$ cat src/rtl/lcd_seq_pkg.sv
// shared constants and carriers for the panel controller irq and sequencing block
// assumes a single core clock domain; no register bus, all controls are ports
package lcd_seq_pkg;
   localparam int          NUM_IRQ        = 6;
   localparam int          IRQ_BUS_ERR    = 0;
   localparam int          IRQ_UNDERFLOW  = 1;
   localparam int          IRQ_OVERWRITE  = 2;
   localparam int          IRQ_END_FRAME  = 3;
   localparam int          IRQ_END_LINE   = 4;
   localparam int          IRQ_LAST_LINE  = 5;
   localparam int          ADDR_W         = 32;
   localparam int          WORDS_W        = 23;
   localparam int          DIV_W          = 9;
   localparam int          DITHER_W       = 28;
   localparam int          NUM_DITHER     = 8;
   localparam int          GUARD_W        = 8;
   localparam logic [GUARD_W-1:0] GUARD_DEFAULT = 8'h0E;
   // recommended dither patterns loaded at reset
   localparam logic [DITHER_W-1:0] DITHER_RESET [NUM_DITHER] = '{
      28'h00000A5, 28'h5AF0FA5, 28'h00A5A5F, 28'h0000A5F,
      28'hFAF5FA5, 28'h000FAF5, 28'h00FAF5F, 28'hF5FFAFF};
   localparam logic [ADDR_W-1:0]  ADDR_RESET  = 32'h00000000;
   localparam logic [WORDS_W-1:0] WORDS_ZERO  = 23'h000000;
   localparam logic [WORDS_W-1:0] WORDS_ONE   = 23'h000001;
   localparam logic [DIV_W-1:0]   DIV_ZERO    = 9'h000;
   localparam logic [DIV_W-1:0]   DIV_ONE     = 9'h001;
   localparam logic [GUARD_W-1:0] GUARD_ZERO  = 8'h00;
   localparam logic [GUARD_W-1:0] GUARD_ONE   = 8'h01;
   localparam logic [NUM_IRQ-1:0] IRQ_NONE    = 6'h00;

   // raw conditions arriving from the fetch, fifo and timing logic
   typedef struct packed {
      logic bus_err;
      logic pop_req;
      logic fifo_empty;
      logic push_req;
      logic fifo_full;
      logic line_blank;
      logic last_line;
      logic fetch_idle;
   } raw_evt_t;

   typedef struct packed {
      logic [NUM_IRQ-1:0] enable;
      logic [NUM_IRQ-1:0] disable_bits;
      logic [NUM_IRQ-1:0] clear;
   } irq_wr_t;

   typedef enum logic [1:0] {
      PWR_OFF,
      PWR_ON,
      PWR_DRAIN
   } pwr_state_t;
endpackage

$ cat src/rtl/lcd_irq_and_enable_sequencing.sv
// panel controller interrupt sources, core activation and frame-fetch sequencing
// assumes fetch/fifo/timing conditions arrive unsynchronised; controls are same-clock pulses
`timescale 1ns/1ps
module lcd_irq_and_enable_sequencing
   import lcd_seq_pkg::*;
#(
   parameter logic [GUARD_W-1:0] GUARD_CYCLES = GUARD_DEFAULT
)(
   input  wire logic                    core_clk_i,
   input  wire logic                    rst_i,
   input  wire raw_evt_t                raw_evt_i,
   input  wire irq_wr_t                 irq_wr_i,
   input  wire logic                    power_wr_i,
   input  wire logic                    panel_power_on_i,
   input  wire logic                    fetch_wr_i,
   input  wire logic                    fetch_enable_i,
   input  wire logic                    dual_scan_i,
   input  wire logic                    base_wr_upper_i,
   input  wire logic                    base_wr_lower_i,
   input  wire logic [ADDR_W-1:0]       base_data_i,
   input  wire logic [WORDS_W-1:0]      frame_word_count_i,
   input  wire logic                    word_fetched_i,
   input  wire logic                    word_lower_i,
   input  wire logic [DIV_W-1:0]        pixel_clock_divisor_i,
   input  wire logic                    dither_wr_i,
   input  wire logic [2:0]              dither_sel_i,
   input  wire logic [DITHER_W-1:0]     dither_data_i,
   output logic                         irq_o,
   output logic [NUM_IRQ-1:0]           irq_mask_reg_o,
   output logic [NUM_IRQ-1:0]           irq_status_reg_o,
   output logic                         fetch_run_o,
   output logic                         core_busy_flag_o,
   output logic [ADDR_W-1:0]            upper_addr_o,
   output logic [ADDR_W-1:0]            lower_addr_o,
   output logic [WORDS_W-1:0]           upper_words_left_o,
   output logic [WORDS_W-1:0]           lower_words_left_o,
   output logic                         pixel_clock_out_o,
   output logic [NUM_DITHER*DITHER_W-1:0] dither_pattern_regs_o
);
   import lcd_seq_pkg::*;

   localparam int RAW_W = $bits(raw_evt_t);

   logic [RAW_W-1:0]   sync1_q;
   logic [RAW_W-1:0]   sync2_q;
   raw_evt_t           evt_s;
   logic [NUM_IRQ-1:0] cond;
   logic [NUM_IRQ-1:0] cond_prev_q;
   logic [NUM_IRQ-1:0] evt_pulse;
   logic [NUM_IRQ-1:0] mask_q;
   logic [NUM_IRQ-1:0] status_q;
   logic               eof_pulse;
   logic               frame_done;
   logic               power_q;
   logic               fetch_en_q;
   pwr_state_t         pwr_state_q;
   logic [GUARD_W-1:0] guard_q;
   logic [ADDR_W-1:0]  upper_shadow_q;
   logic [ADDR_W-1:0]  lower_shadow_q;
   logic [DIV_W-1:0]   div_cnt_q;
   logic [DITHER_W-1:0] dither_q [NUM_DITHER];

   // two-flop synchroniser per raw condition
   genvar gi;
   generate
      for (gi = 0; gi < RAW_W; gi++)
      begin : g_sync
         always_ff @(posedge core_clk_i or posedge rst_i)
         begin
            if (rst_i)
            begin
               sync1_q[gi] <= 1'b0;
               sync2_q[gi] <= 1'b0;
            end
            else
            begin
               sync1_q[gi] <= raw_evt_i[gi];
               sync2_q[gi] <= sync1_q[gi];
            end
         end
      end
   endgenerate

   assign evt_s = raw_evt_t'(sync2_q);

   always_comb
   begin
      cond                = IRQ_NONE;
      cond[IRQ_BUS_ERR]   = evt_s.bus_err;
      cond[IRQ_UNDERFLOW] = evt_s.pop_req & evt_s.fifo_empty;
      cond[IRQ_OVERWRITE] = evt_s.push_req & evt_s.fifo_full;
      cond[IRQ_END_LINE]  = evt_s.line_blank & evt_s.fetch_idle;
      cond[IRQ_LAST_LINE] = evt_s.line_blank & evt_s.last_line & evt_s.fetch_idle;
   end

   // levels become one event each on their rising edge
   always_ff @(posedge core_clk_i or posedge rst_i)
   begin
      if (rst_i)
         cond_prev_q <= IRQ_NONE;
      else
         cond_prev_q <= cond;
   end

   always_comb
   begin
      evt_pulse                = cond & ~cond_prev_q;
      evt_pulse[IRQ_END_FRAME] = eof_pulse;
   end

   // mask: enable sets, disable clears; enable wins if both
   always_ff @(posedge core_clk_i or posedge rst_i)
   begin
      if (rst_i)
         mask_q <= IRQ_NONE;
      else
         mask_q <= (mask_q & ~irq_wr_i.disable_bits) | irq_wr_i.enable;
   end

   // sticky status; a same-cycle event beats the clear
   always_ff @(posedge core_clk_i or posedge rst_i)
   begin
      if (rst_i)
         status_q <= IRQ_NONE;
      else
         status_q <= (status_q & ~irq_wr_i.clear) | evt_pulse;
   end

   assign irq_mask_reg_o   = mask_q;
   assign irq_status_reg_o = status_q;

   always_ff @(posedge core_clk_i or posedge rst_i)
   begin
      if (rst_i)
         irq_o <= 1'b0;
      else
         irq_o <= |(((status_q & ~irq_wr_i.clear) | evt_pulse) & mask_q);
   end

   // fetch enable field
   always_ff @(posedge core_clk_i or posedge rst_i)
   begin
      if (rst_i)
         fetch_en_q <= 1'b0;
      else if (fetch_wr_i)
         fetch_en_q <= fetch_enable_i;
   end

   // core power sequencing; drain keeps busy set for the guard time
   always_ff @(posedge core_clk_i or posedge rst_i)
   begin
      if (rst_i)
      begin
         pwr_state_q <= PWR_OFF;
         power_q     <= 1'b0;
         guard_q     <= GUARD_ZERO;
      end
      else
      begin
         case (pwr_state_q)
            PWR_OFF:
               if (power_wr_i && panel_power_on_i)
               begin
                  pwr_state_q <= PWR_ON;
                  power_q     <= 1'b1;
               end
            PWR_ON:
               if (power_wr_i && !panel_power_on_i)
               begin
                  pwr_state_q <= PWR_DRAIN;
                  power_q     <= 1'b0;
                  guard_q     <= GUARD_CYCLES;
               end
            PWR_DRAIN:
               if (guard_q == GUARD_ZERO)
                  pwr_state_q <= PWR_OFF;
               else
                  guard_q <= guard_q - GUARD_ONE;
            default:
               pwr_state_q <= PWR_OFF;
         endcase
      end
   end

   // reactivation during drain is ignored until idle
   assign core_busy_flag_o = (pwr_state_q != PWR_OFF);
   assign fetch_run_o      = power_q & fetch_en_q;

   // frame boundary: all panels in use have run out of words
   assign frame_done = (upper_words_left_o == WORDS_ZERO)
                     && (!dual_scan_i || lower_words_left_o == WORDS_ZERO);
   assign eof_pulse  = fetch_run_o & frame_done;

   // shadow base addresses, written at any time
   always_ff @(posedge core_clk_i or posedge rst_i)
   begin
      if (rst_i)
      begin
         upper_shadow_q <= ADDR_RESET;
         lower_shadow_q <= ADDR_RESET;
      end
      else
      begin
         if (base_wr_upper_i)
            upper_shadow_q <= base_data_i;
         if (base_wr_lower_i)
            lower_shadow_q <= base_data_i;
      end
   end

   // active addresses only change at the frame reload
   always_ff @(posedge core_clk_i or posedge rst_i)
   begin
      if (rst_i)
      begin
         upper_addr_o <= ADDR_RESET;
         lower_addr_o <= ADDR_RESET;
      end
      else if (eof_pulse)
      begin
         upper_addr_o <= upper_shadow_q;
         lower_addr_o <= dual_scan_i ? lower_shadow_q : lower_addr_o;
      end
   end

   // words-left pointers; lower panel idle in single scan
   always_ff @(posedge core_clk_i or posedge rst_i)
   begin
      if (rst_i)
      begin
         upper_words_left_o <= WORDS_ZERO;
         lower_words_left_o <= WORDS_ZERO;
      end
      else if (!fetch_run_o)
      begin
         upper_words_left_o <= WORDS_ZERO;
         lower_words_left_o <= WORDS_ZERO;
      end
      else if (eof_pulse)
      begin
         upper_words_left_o <= frame_word_count_i;
         lower_words_left_o <= dual_scan_i ? frame_word_count_i : WORDS_ZERO;
      end
      else if (word_fetched_i)
      begin
         if (!word_lower_i && upper_words_left_o != WORDS_ZERO)
            upper_words_left_o <= upper_words_left_o - WORDS_ONE;
         if (word_lower_i && dual_scan_i && lower_words_left_o != WORDS_ZERO)
            lower_words_left_o <= lower_words_left_o - WORDS_ONE;
      end
   end

   // pixel clock toggles every divisor+1 core cycles
   always_ff @(posedge core_clk_i or posedge rst_i)
   begin
      if (rst_i)
      begin
         div_cnt_q         <= DIV_ZERO;
         pixel_clock_out_o <= 1'b0;
      end
      else if (!power_q)
      begin
         div_cnt_q         <= DIV_ZERO;
         pixel_clock_out_o <= 1'b0;
      end
      else if (div_cnt_q >= pixel_clock_divisor_i)
      begin
         div_cnt_q         <= DIV_ZERO;
         pixel_clock_out_o <= ~pixel_clock_out_o;
      end
      else
         div_cnt_q <= div_cnt_q + DIV_ONE;
   end

   // dither patterns; recommended values present without software
   generate
      for (gi = 0; gi < NUM_DITHER; gi++)
      begin : g_dither
         always_ff @(posedge core_clk_i or posedge rst_i)
         begin
            if (rst_i)
               dither_q[gi] <= DITHER_RESET[gi];
            else if (dither_wr_i && dither_sel_i == 3'(gi))
               dither_q[gi] <= dither_data_i;
         end
         assign dither_pattern_regs_o[gi*DITHER_W +: DITHER_W] = dither_q[gi];
      end
   endgenerate
endmodule

$ cat config.mk
export PLATFORM = sky130hd
export DESIGN_NAME = lcd_irq_and_enable_sequencing
export DESIGN_NICKNAME = d
export VERILOG_FILES = /design/src/rtl/lcd_seq_pkg.sv /design/src/rtl/lcd_irq_and_enable_sequencing.sv
export SDC_FILE = /design/constraint.sdc
export NUM_CORES = 1
export LEC_CHECK = 0
export BUFFER_PORTS_ARGS = -buffer_cell sky130_fd_sc_hd__buf_2
export CAP_MARGIN = 20
export CORE_MARGIN = 2
export CORE_UTILIZATION = 48
export CTS_CLUSTER_SIZE = 24
export DETAILED_ROUTE_END_ITERATION = 10
export PLACE_DENSITY = 0.73
export SYNTH_ARGS = -nofsm -noshare
export SYNTH_HDL_FRONTEND = slang
export SYNTH_SLANG_ARGS = --single-unit
$ cat constraint.sdc
create_clock -name core_clk_i -period 16.5 [get_ports core_clk_i]
set_input_delay 3.3 -clock core_clk_i [delete_from_list [all_inputs] [get_ports core_clk_i]]
set_output_delay 3.3 -clock core_clk_i [all_outputs]
set_load 0.01 [all_outputs]
Yosys cells after proc, flatten, opt, wreduce, memory -nomap -nowiden --
Cells that the tools add are included.
Cells by class: add/subtract/negate cells 4, magnitude comparators 1, equality and inequality tests 17, mux-type cells 23, bitwise logic cells 17, reduce and logical (&&, ||, !) cells 35
Operators by type and width (count):
- 2-to-1 mux 23 bit | 9
- logical NOT 23 bit | 2
- nonzero test 23 bit | 2
- subtractor 23 x 1 -> 23 bit, second input constant | 2
- AND 6 bit | 4
- 2-to-1 mux 9 bit | 2
- NOT 6 bit | 3
- 2-to-1 mux 8 bit | 2
- one-hot mux 8 bit (2 select lines) | 1
- logical AND 1 bit | 14
- equality test 3 bit, second input constant | 4
- bitwise OR 6 bit | 2
- adder 9 x 1 -> 9 bit, second input constant | 1
- >= comparator 9 bit | 1
- AND reduction 3 bit | 3
- logical NOT 8 bit | 1
- inequality test 2 bit, second input constant | 4
- subtractor 8 x 1 -> 8 bit, second input constant | 1
- AND 1 bit | 7
- equality test 3 x 2 -> 1 bit, second input constant | 2
- 2-to-1 mux 2 bit | 3
- inequality test 3 x 1 -> 1 bit, second input constant | 2
- one-hot mux 2 bit (3 select lines) | 1
- AND reduction 2 bit | 3
- other kinds (14) | 21
Word-level totals: bits in registers 454, bits of input ports 133, output and inout bits 350, word-level logic and storage cells 137

Depth between registers and ports, before layout --
Gate-level depths: netlist of the first run.
depth in word-level cells 7, gate-level depth with buffers 11, gate-level depth less buffers 8

Least setup slack after synthesis of the first run --
OpenSTA, ideal clock, no wires.
path type input port to flip-flop, start input dither_sel_i[2], end register dither_q, in the netlist dither_pattern_regs_o[10], setup time 0.125 ns, data arrival time 4.957 ns, required time 16.375 ns, path slack 11.418 ns, stages on the path 4, buffers on the path 2, cell sequence clkbuf_1 > nor3_1 > clkbuf_1 > mux2_2
Between the ends: longest elaborated chain between the ends 2
Ends and longest elaborated chain:
- from (decl) | line lcd_irq_and_enable_sequencing.sv:26 | input wire logic [2:0] dither_sel_i,
- logical NOT 3 bit | line lcd_irq_and_enable_sequencing.sv:283 | else if (dither_wr_i && dither_sel_i == 3'(gi))
- logical AND 1 bit | line lcd_irq_and_enable_sequencing.sv:283
- to (signal, indexed assignment) | line lcd_irq_and_enable_sequencing.sv:282 | dither_q[gi] <= DITHER_RESET[gi];
- to (signal, indexed assignment) | line lcd_irq_and_enable_sequencing.sv:284 | dither_q[gi] <= dither_data_i;
- to (decl) | line lcd_irq_and_enable_sequencing.sv:61 | logic [DITHER_W-1:0] dither_q [NUM_DITHER];
Every way passes these cells. A chain may end at the register's enable or synchronous reset.

Worst setup path in the final report of the first run --
start register power_q, end output fetch_run_o
Between the ends: longest elaborated chain between the ends 1
Ends and longest elaborated chain:
- from (decl) | line lcd_irq_and_enable_sequencing.sv:54 | logic power_q;
- from (signal assigned) | line lcd_irq_and_enable_sequencing.sv:155 | power_q <= 1'b0;
- from (signal assigned) | line lcd_irq_and_enable_sequencing.sv:165 | power_q <= 1'b1;
- from (signal assigned) | line lcd_irq_and_enable_sequencing.sv:171 | power_q <= 1'b0;
- AND 1 bit | line lcd_irq_and_enable_sequencing.sv:187 | assign fetch_run_o = power_q & fetch_en_q;
- to (decl) | line lcd_irq_and_enable_sequencing.sv:31 | output logic fetch_run_o,
Every way passes these cells.

==> impl_metrics.json, run 1 <==
{
  "outcome": "completed",
  "die_area_um2": 40300,
  "setup_ws_ps": 10740,
  "crit_start": "power_q",
  "htree_levels": 2,
  "drive_above_1_share_pct": 53.9,
  "post_cts_buffers": 0,
  "rsz0062_at_grt": "no",
  "worst_slew_pin_slew_ps": 1100,
  "fp.dieW_um": 201,
  "maxCapViolations": 0,
  "cpPeakStageDelay_ps": 790,
  "multi_input_area_um2": 6650,
  "core-area_um2": 38500,
  "critPathCaptureType": "output port",
  "track_usage_pct": 24.8,
  "hold_path_depth": 0,
  "gp_routability_congestion": 0.925,
  "cts_tree": "yes",
  "hold_path_class": "register to register",
  "hold_start": "sync1_q[7]",
  "clkSinkCount": 454,
  "root_buffer": "clkbuf_16",
  "insertion_delay_ps": 580,
  "antenna_found_initial": 3,
  "area_growth_pct": 24.7,
  "initialDrtViolationCount": 817,
  "ys_seq_elements": 454,
  "p_leak_nw": 11.3,
  "crit_slowest_cell": "inv_1",
  "gr-total-overflow": 0,
  "crit_type": "register to output port",
  "grt_max_degree": 189,
  "cp.depth": 4,
  "fin_crit_ps": 5760,
  "grt_pass1_vias": 13600,
  "report.final.slew_viol_count": 0,
  "worstPathArrival_ps": 2460,
  "port-buffer-count": 482,
  "netlist_instances": 1389,
  "synth_warnings": 0,
  "syn-num-nets": 1536,
  "fin_nets": 2021,
  "rows": 72,
  "synth_top_area_share_pct": 46.1,
  "synth_edf_count": 0,
  "holdWs_ps": 350,
  "yosysSeqAreaShare_pct": 61.9,
  "cp.required_ps": 13200,
  "clock_path_buffers": 3,
  "yosysUniqueCellTypes": 66,
  "instances_no_fill": 2432,
  "fin_crit_sh_pct": 34.9,
  "synth_top_cell_by_area": "dfrtp_1",
  "cts_resized": 0,
  "hold_buffers": 0,
  "synth_area_per_cell_um2": 13.4,
  "critPathTopFamily": "buffers and inverters",
  "crit_buf_inv": 3,
  "ios": 483,
  "vias": 13200,
  "drtPass1Iterations": 7,
  "max_slew_margin_pct": 26.1,
  "async_reset_ff_share_pct": 100,
  "numCtsBuffers": 47,
  "fp.dieH_um": 201,
  "hold_viol_final": 0,
  "ff2ff_setup_slack_ps": 12260,
  "dp.cells": 2342,
  "post-place-ws_ps": 10540,
  "wl_per_cell_um": 20.5,
  "dp_hpwl_mm": 34.2,
  "register_area_um2": 11500,
  "power_density_nw_per_um2": 169,
  "synthesis.area_um2": 18600,
  "via_per_inst": 5.42,
  "grt_pass1_wl_mm": 78.3,
  "wirelength_mm": 49.9,
  "setup_viol": 0,
  "crit_path_max_fanout": 30,
  "skew_ps": 14.4,
  "finalSetupTns_ps": 0,
  "synth.area.top_cells": "dfrtp_1, mux2_2, dfstp_2",
  "cp_cell_sequence": "nand2_1 -> buf_4 -> inv_1 -> buf_2",
  "fmax_mhz": 174,
  "nFillCells": 3114,
  "drtAntennaViolNets": 0,
  "timing.rr.start": "lower_words_left_o[0]",
  "initial_core_util_pct": 48.3,
  "total_power_mw": 3.92,
  "reg2reg_depth": 9,
  "clkTransAtPathRegs_ps": 60,
  "synthFlopType": "dfrtp_1",
  "drcViolationCount": 0,
  "irDropWorstVdd_mv": 0.111,
  "cp-start-kind": "register"
}
-- per-layer routing --
metal  vias up  part of all wire [%]  GRT usage (%)
met5         -                 0.054              0
met4         4                   4.5           11.8
met3       130                   7.2           5.80
met2       474                    49           40.9
met1      6686                    39           31.1
li1       5892                     -              -
-- worst paths after layout --
kind                                              end
max                                       fetch_run_o
min                                           cond[0]
max reg2reg                    lower_words_left_o[19]
min reg2reg                                   cond[0]
max in group asynchronous          upper_shadow_q[13]
min in group asynchronous  dither_pattern_regs_o[192]
-- kinds of logic (layout without fill, tap and decap cells) --
kind of cell,count (synthesis),count (layout),share of synthesized area [%]
xor gates and xnor gates,22,22,1.04
and+or+nand+nor,291,291,7.49
buffers and inverters,108,632,2.45
DFF,454,454,61.9
other,0,1,0
AOI/OAI and AO/OA,166,166,5.93
muxes,334,334,20.2
adders and majority gates,14,14,0.943
-- cell usage in the layout (no fill, tap or decap), drive strengths merged, types with 10 or more instances in the layout --
| cell | count |
|---|---|
| a21oi | 33 |
| a22oi | 20 |
| buf | 499 |
| clkbuf | 70 |
| clkinv | 11 |
| dfrtp | 342 |
| dfstp | 112 |
| ha | 14 |
| inv | 46 |
| mux2 | 322 |
| mux2i | 12 |
| nand2 | 139 |
| nand3 | 14 |
| nor2 | 44 |
| nor3 | 19 |
| nor4 | 18 |
| o21ai | 37 |
| o22ai | 20 |
| or3 | 10 |
| xor2 | 16 |
-- sequential cells by signal (all words and copies together) (netlist names), 8 cells and up --
signal and flops:
upper_addr_o 32, lower_words_left_o 23, dither_pattern_regs_o 224, lower_addr_o 32
lower_shadow_q 32, guard_q 8, upper_shadow_q 32, div_cnt_q 9
upper_words_left_o 23, sync1_q 8
-- final cells by class --
| type | instances | share of cell area [%] |
|---|---|---|
| flip-flops and latches | 454 | 49.6 |
| multi-input cells | 827 | 28.7 |
| repair buffers | 499 | 11.1 |
| clock buffers | 70 | 5.97 |
| well taps | 518 | 2.80 |
| clock inverters | 18 | 1.00 |
| inverters | 45 | 0.762 |
| diodes | 1 | 0.0108 |
-- synth_stat cells (6+ instances only) --
master,number
dfrtp_1,342
mux2_2,321
nand2_1,139
dfstp_2,112
inv_1,45
nor2_1,43
a21oi_1,33
o21ai_0,33
clkbuf_1,28
a22oi_1,20
o22ai_1,20
nor3_1,18
nor4_1,17
buf_1,16
xor2_1,16
ha_1,14
nand3_1,14
buf_2,13
mux2i_1,11
or3_1,10
a21o_1,9
or4_1,8
o31ai_1,7
nand4_1,6
o211ai_1,6
xnor2_1,6
-- report_power, final --
group,leakage [nW],switching (mW),internal (mW)
logic,5.07,0.725,0.515
clock network,0.799,0.437,0.660
registers,5.41,0.171,1.41
total,11.3,1.33,2.58
-- stage by stage --
stage | util [%] | cell area (um^2)
after global routing | 60.2 | 23200
after global placement | 55.9 | 21500
after detailed placement | 55.9 | 21500
after floorplan | - | 18600
after CTS | 60.1 | 23100
final | 60.2 | 23200
No activity file was read; power rests on OpenSTA's default activity.
==> run 2, diff against run 1 <==
- clock period: 16.5 -> 5.02 ns (I/O delays scaled with it)
==> run 2 against run 1 <==
  * Setup slack worse by 9400 ps
  * Sequential power rose to 3.3 times the previous value
  * Cell area down 0.37%
  * Power rose to 3.2 times the previous value
==> impl_metrics.json, run 2 (synthesis results as in run 1) <==
{
  "hold_buffers": 0,
  "insertion_delay_ps": 570,
  "power_density_nw_per_um2": 549,
  "outcome": "completed",
  "fmax_mhz": 269,
  "hold_viol_final": 0,
  "ff2ff_setup_slack_ps": 1300,
  "clock_path_buffers": 3,
  "initial_core_util_pct": 48.3,
  "final_cell_mix": "buf_2, dfrtp_1, mux2_2, nand2_1, dfstp_2",
  "drive_above_1_share_pct": 53.6,
  "report.final.slew_viol_count": 0,
  "initialDrtViolationCount": 732,
  "grt_max_degree": 135,
  "critPathTopFamily": "simple AND/OR/NAND/NOR gates",
  "fp.dieW_um": 201,
  "ios": 483,
  "largest_register_ffs": 224,
  "antenna_found_initial": 7,
  "worstPathArrival_ps": 4170,
  "cts_resized": 0,
  "post_cts_buffers": 0,
  "root_buffer": "clkbuf_16",
  "fin_crit_sh_pct": 74.1,
  "wl_per_cell_um": 20.5,
  "nFillCells": 3121,
  "drtPass1Iterations": 5,
  "fp.dieH_um": 201,
  "htree_levels": 2,
  "via_per_inst": 5.40,
  "post-place-ws_ps": 1330,
  "wirelength_mm": 49.8,
  "cp-start-kind": "register",
  "irDropWorstVdd_mv": 0.351,
  "fin_crit_ps": 3720,
  "crit_type": "register to register",
  "cp.required_ps": 5470,
  "utilization_pct": 60.0,
  "area_growth_pct": 24.2,
  "cpPeakStageDelay_ps": 800,
  "rows": 72,
  "cts_tree": "yes",
  "worst_slew_pin_slew_ps": 1060,
  "mostFrequentLayoutCell": "buf_2",
  "grt_pass1_wl_mm": 77.5,
  "rsz0062_at_grt": "no",
  "maxCapViolations": 0,
  "total_power_mw": 12.7,
  "cp_cell_sequence": "nor4_1 -> nand3_1 -> o21ai_2 -> buf_4 -> and2_2 -> o31ai_1 -> a32o_1",
  "gr-total-overflow": 0,
  "clkTransAtPathRegs_ps": 60,
  "drtAntennaViolNets": 0,
  "p_leak_nw": 11.2,
  "crit_buf_inv": 1,
  "fin_nets": 2023,
  "skew_ps": 8.30,
  "critPathCaptureType": "register",
  "port-buffer-count": 482,
  "vias": 13100,
  "dp_hpwl_mm": 35.0,
  "max_slew_margin_pct": 29.1,
  "grt_pass1_vias": 13200,
  "crit_path_max_fanout": 42,
  "gp_routability_congestion": 0.901,
  "drcViolationCount": 0,
  "track_usage_pct": 24.6,
  "die_area_um2": 40300,
  "crit_slowest_cell": "and2_2",
  "instances_no_fill": 2435,
  "dp.cells": 2345,
  "core-area_um2": 38500,
  "hold_path_class": "register to register",
  "clkSinkCount": 454,
  "setup_ws_ps": 1300,
  "numCtsBuffers": 47,
  "setup_viol": 0
}
==> run 2: layout make-up <==
| type | instances | area [um^2] | share of cell area (%) |
|---|---|---|---|
| well taps | 518 | 648 | 2.81 |
| clock buffers | 68 | 1310 | 5.65 |
| clock inverters | 16 | 184 | 0.797 |
| flip-flops and latches | 454 | 11500 | 49.8 |
| inverters | 45 | 173 | 0.748 |
| repair buffers | 501 | 2610 | 11.3 |
| diodes | 6 | 15.0 | 0.0651 |
| multi-input cells | 827 | 6650 | 28.8 |
==> run 2: path summary, 6_finish.rpt <==
check,from,endpoint,cells past startpoint
worst max-delay path,lower_words_left_o[4],lower_words_left_o[18],7
worst min-delay path,sync1_q[7],cond[0],0
worst max register to register,lower_words_left_o[4],lower_words_left_o[18],7
worst min register to register,sync1_q[7],cond[0],0
max in group asynchronous,rst_i,dither_pattern_regs_o[194],3
min in group asynchronous,rst_i,dither_pattern_regs_o[78],2
==> run 2: per-stage QoR <==
step	hold slack (ps)	TNS (ps)	instance area, um^2
floorplan	331	-735440	18600
global placement	332	0	21600
detailed placement	336	0	21600
CTS	352	0	23100
global route	355	0	23100
finish	351	0	23100
==> run 2: power by group <==
part	total (mW)	internal [mW]	switching (mW)
Clock	3.40	2.01	1.40
Sequential	5.19	4.63	0.558
Combinational	4.07	1.70	2.37
Total	12.7	8.34	4.33
==> run 2: metal layers <==
layer	up-vias	routed length, um	track usage [%]
li1	5908	-	-
met1	6631	20300	32.0
met2	481	24200	40.2
met3	119	3340	5.71
met4	2	1940	10.1
met5	-	16	0
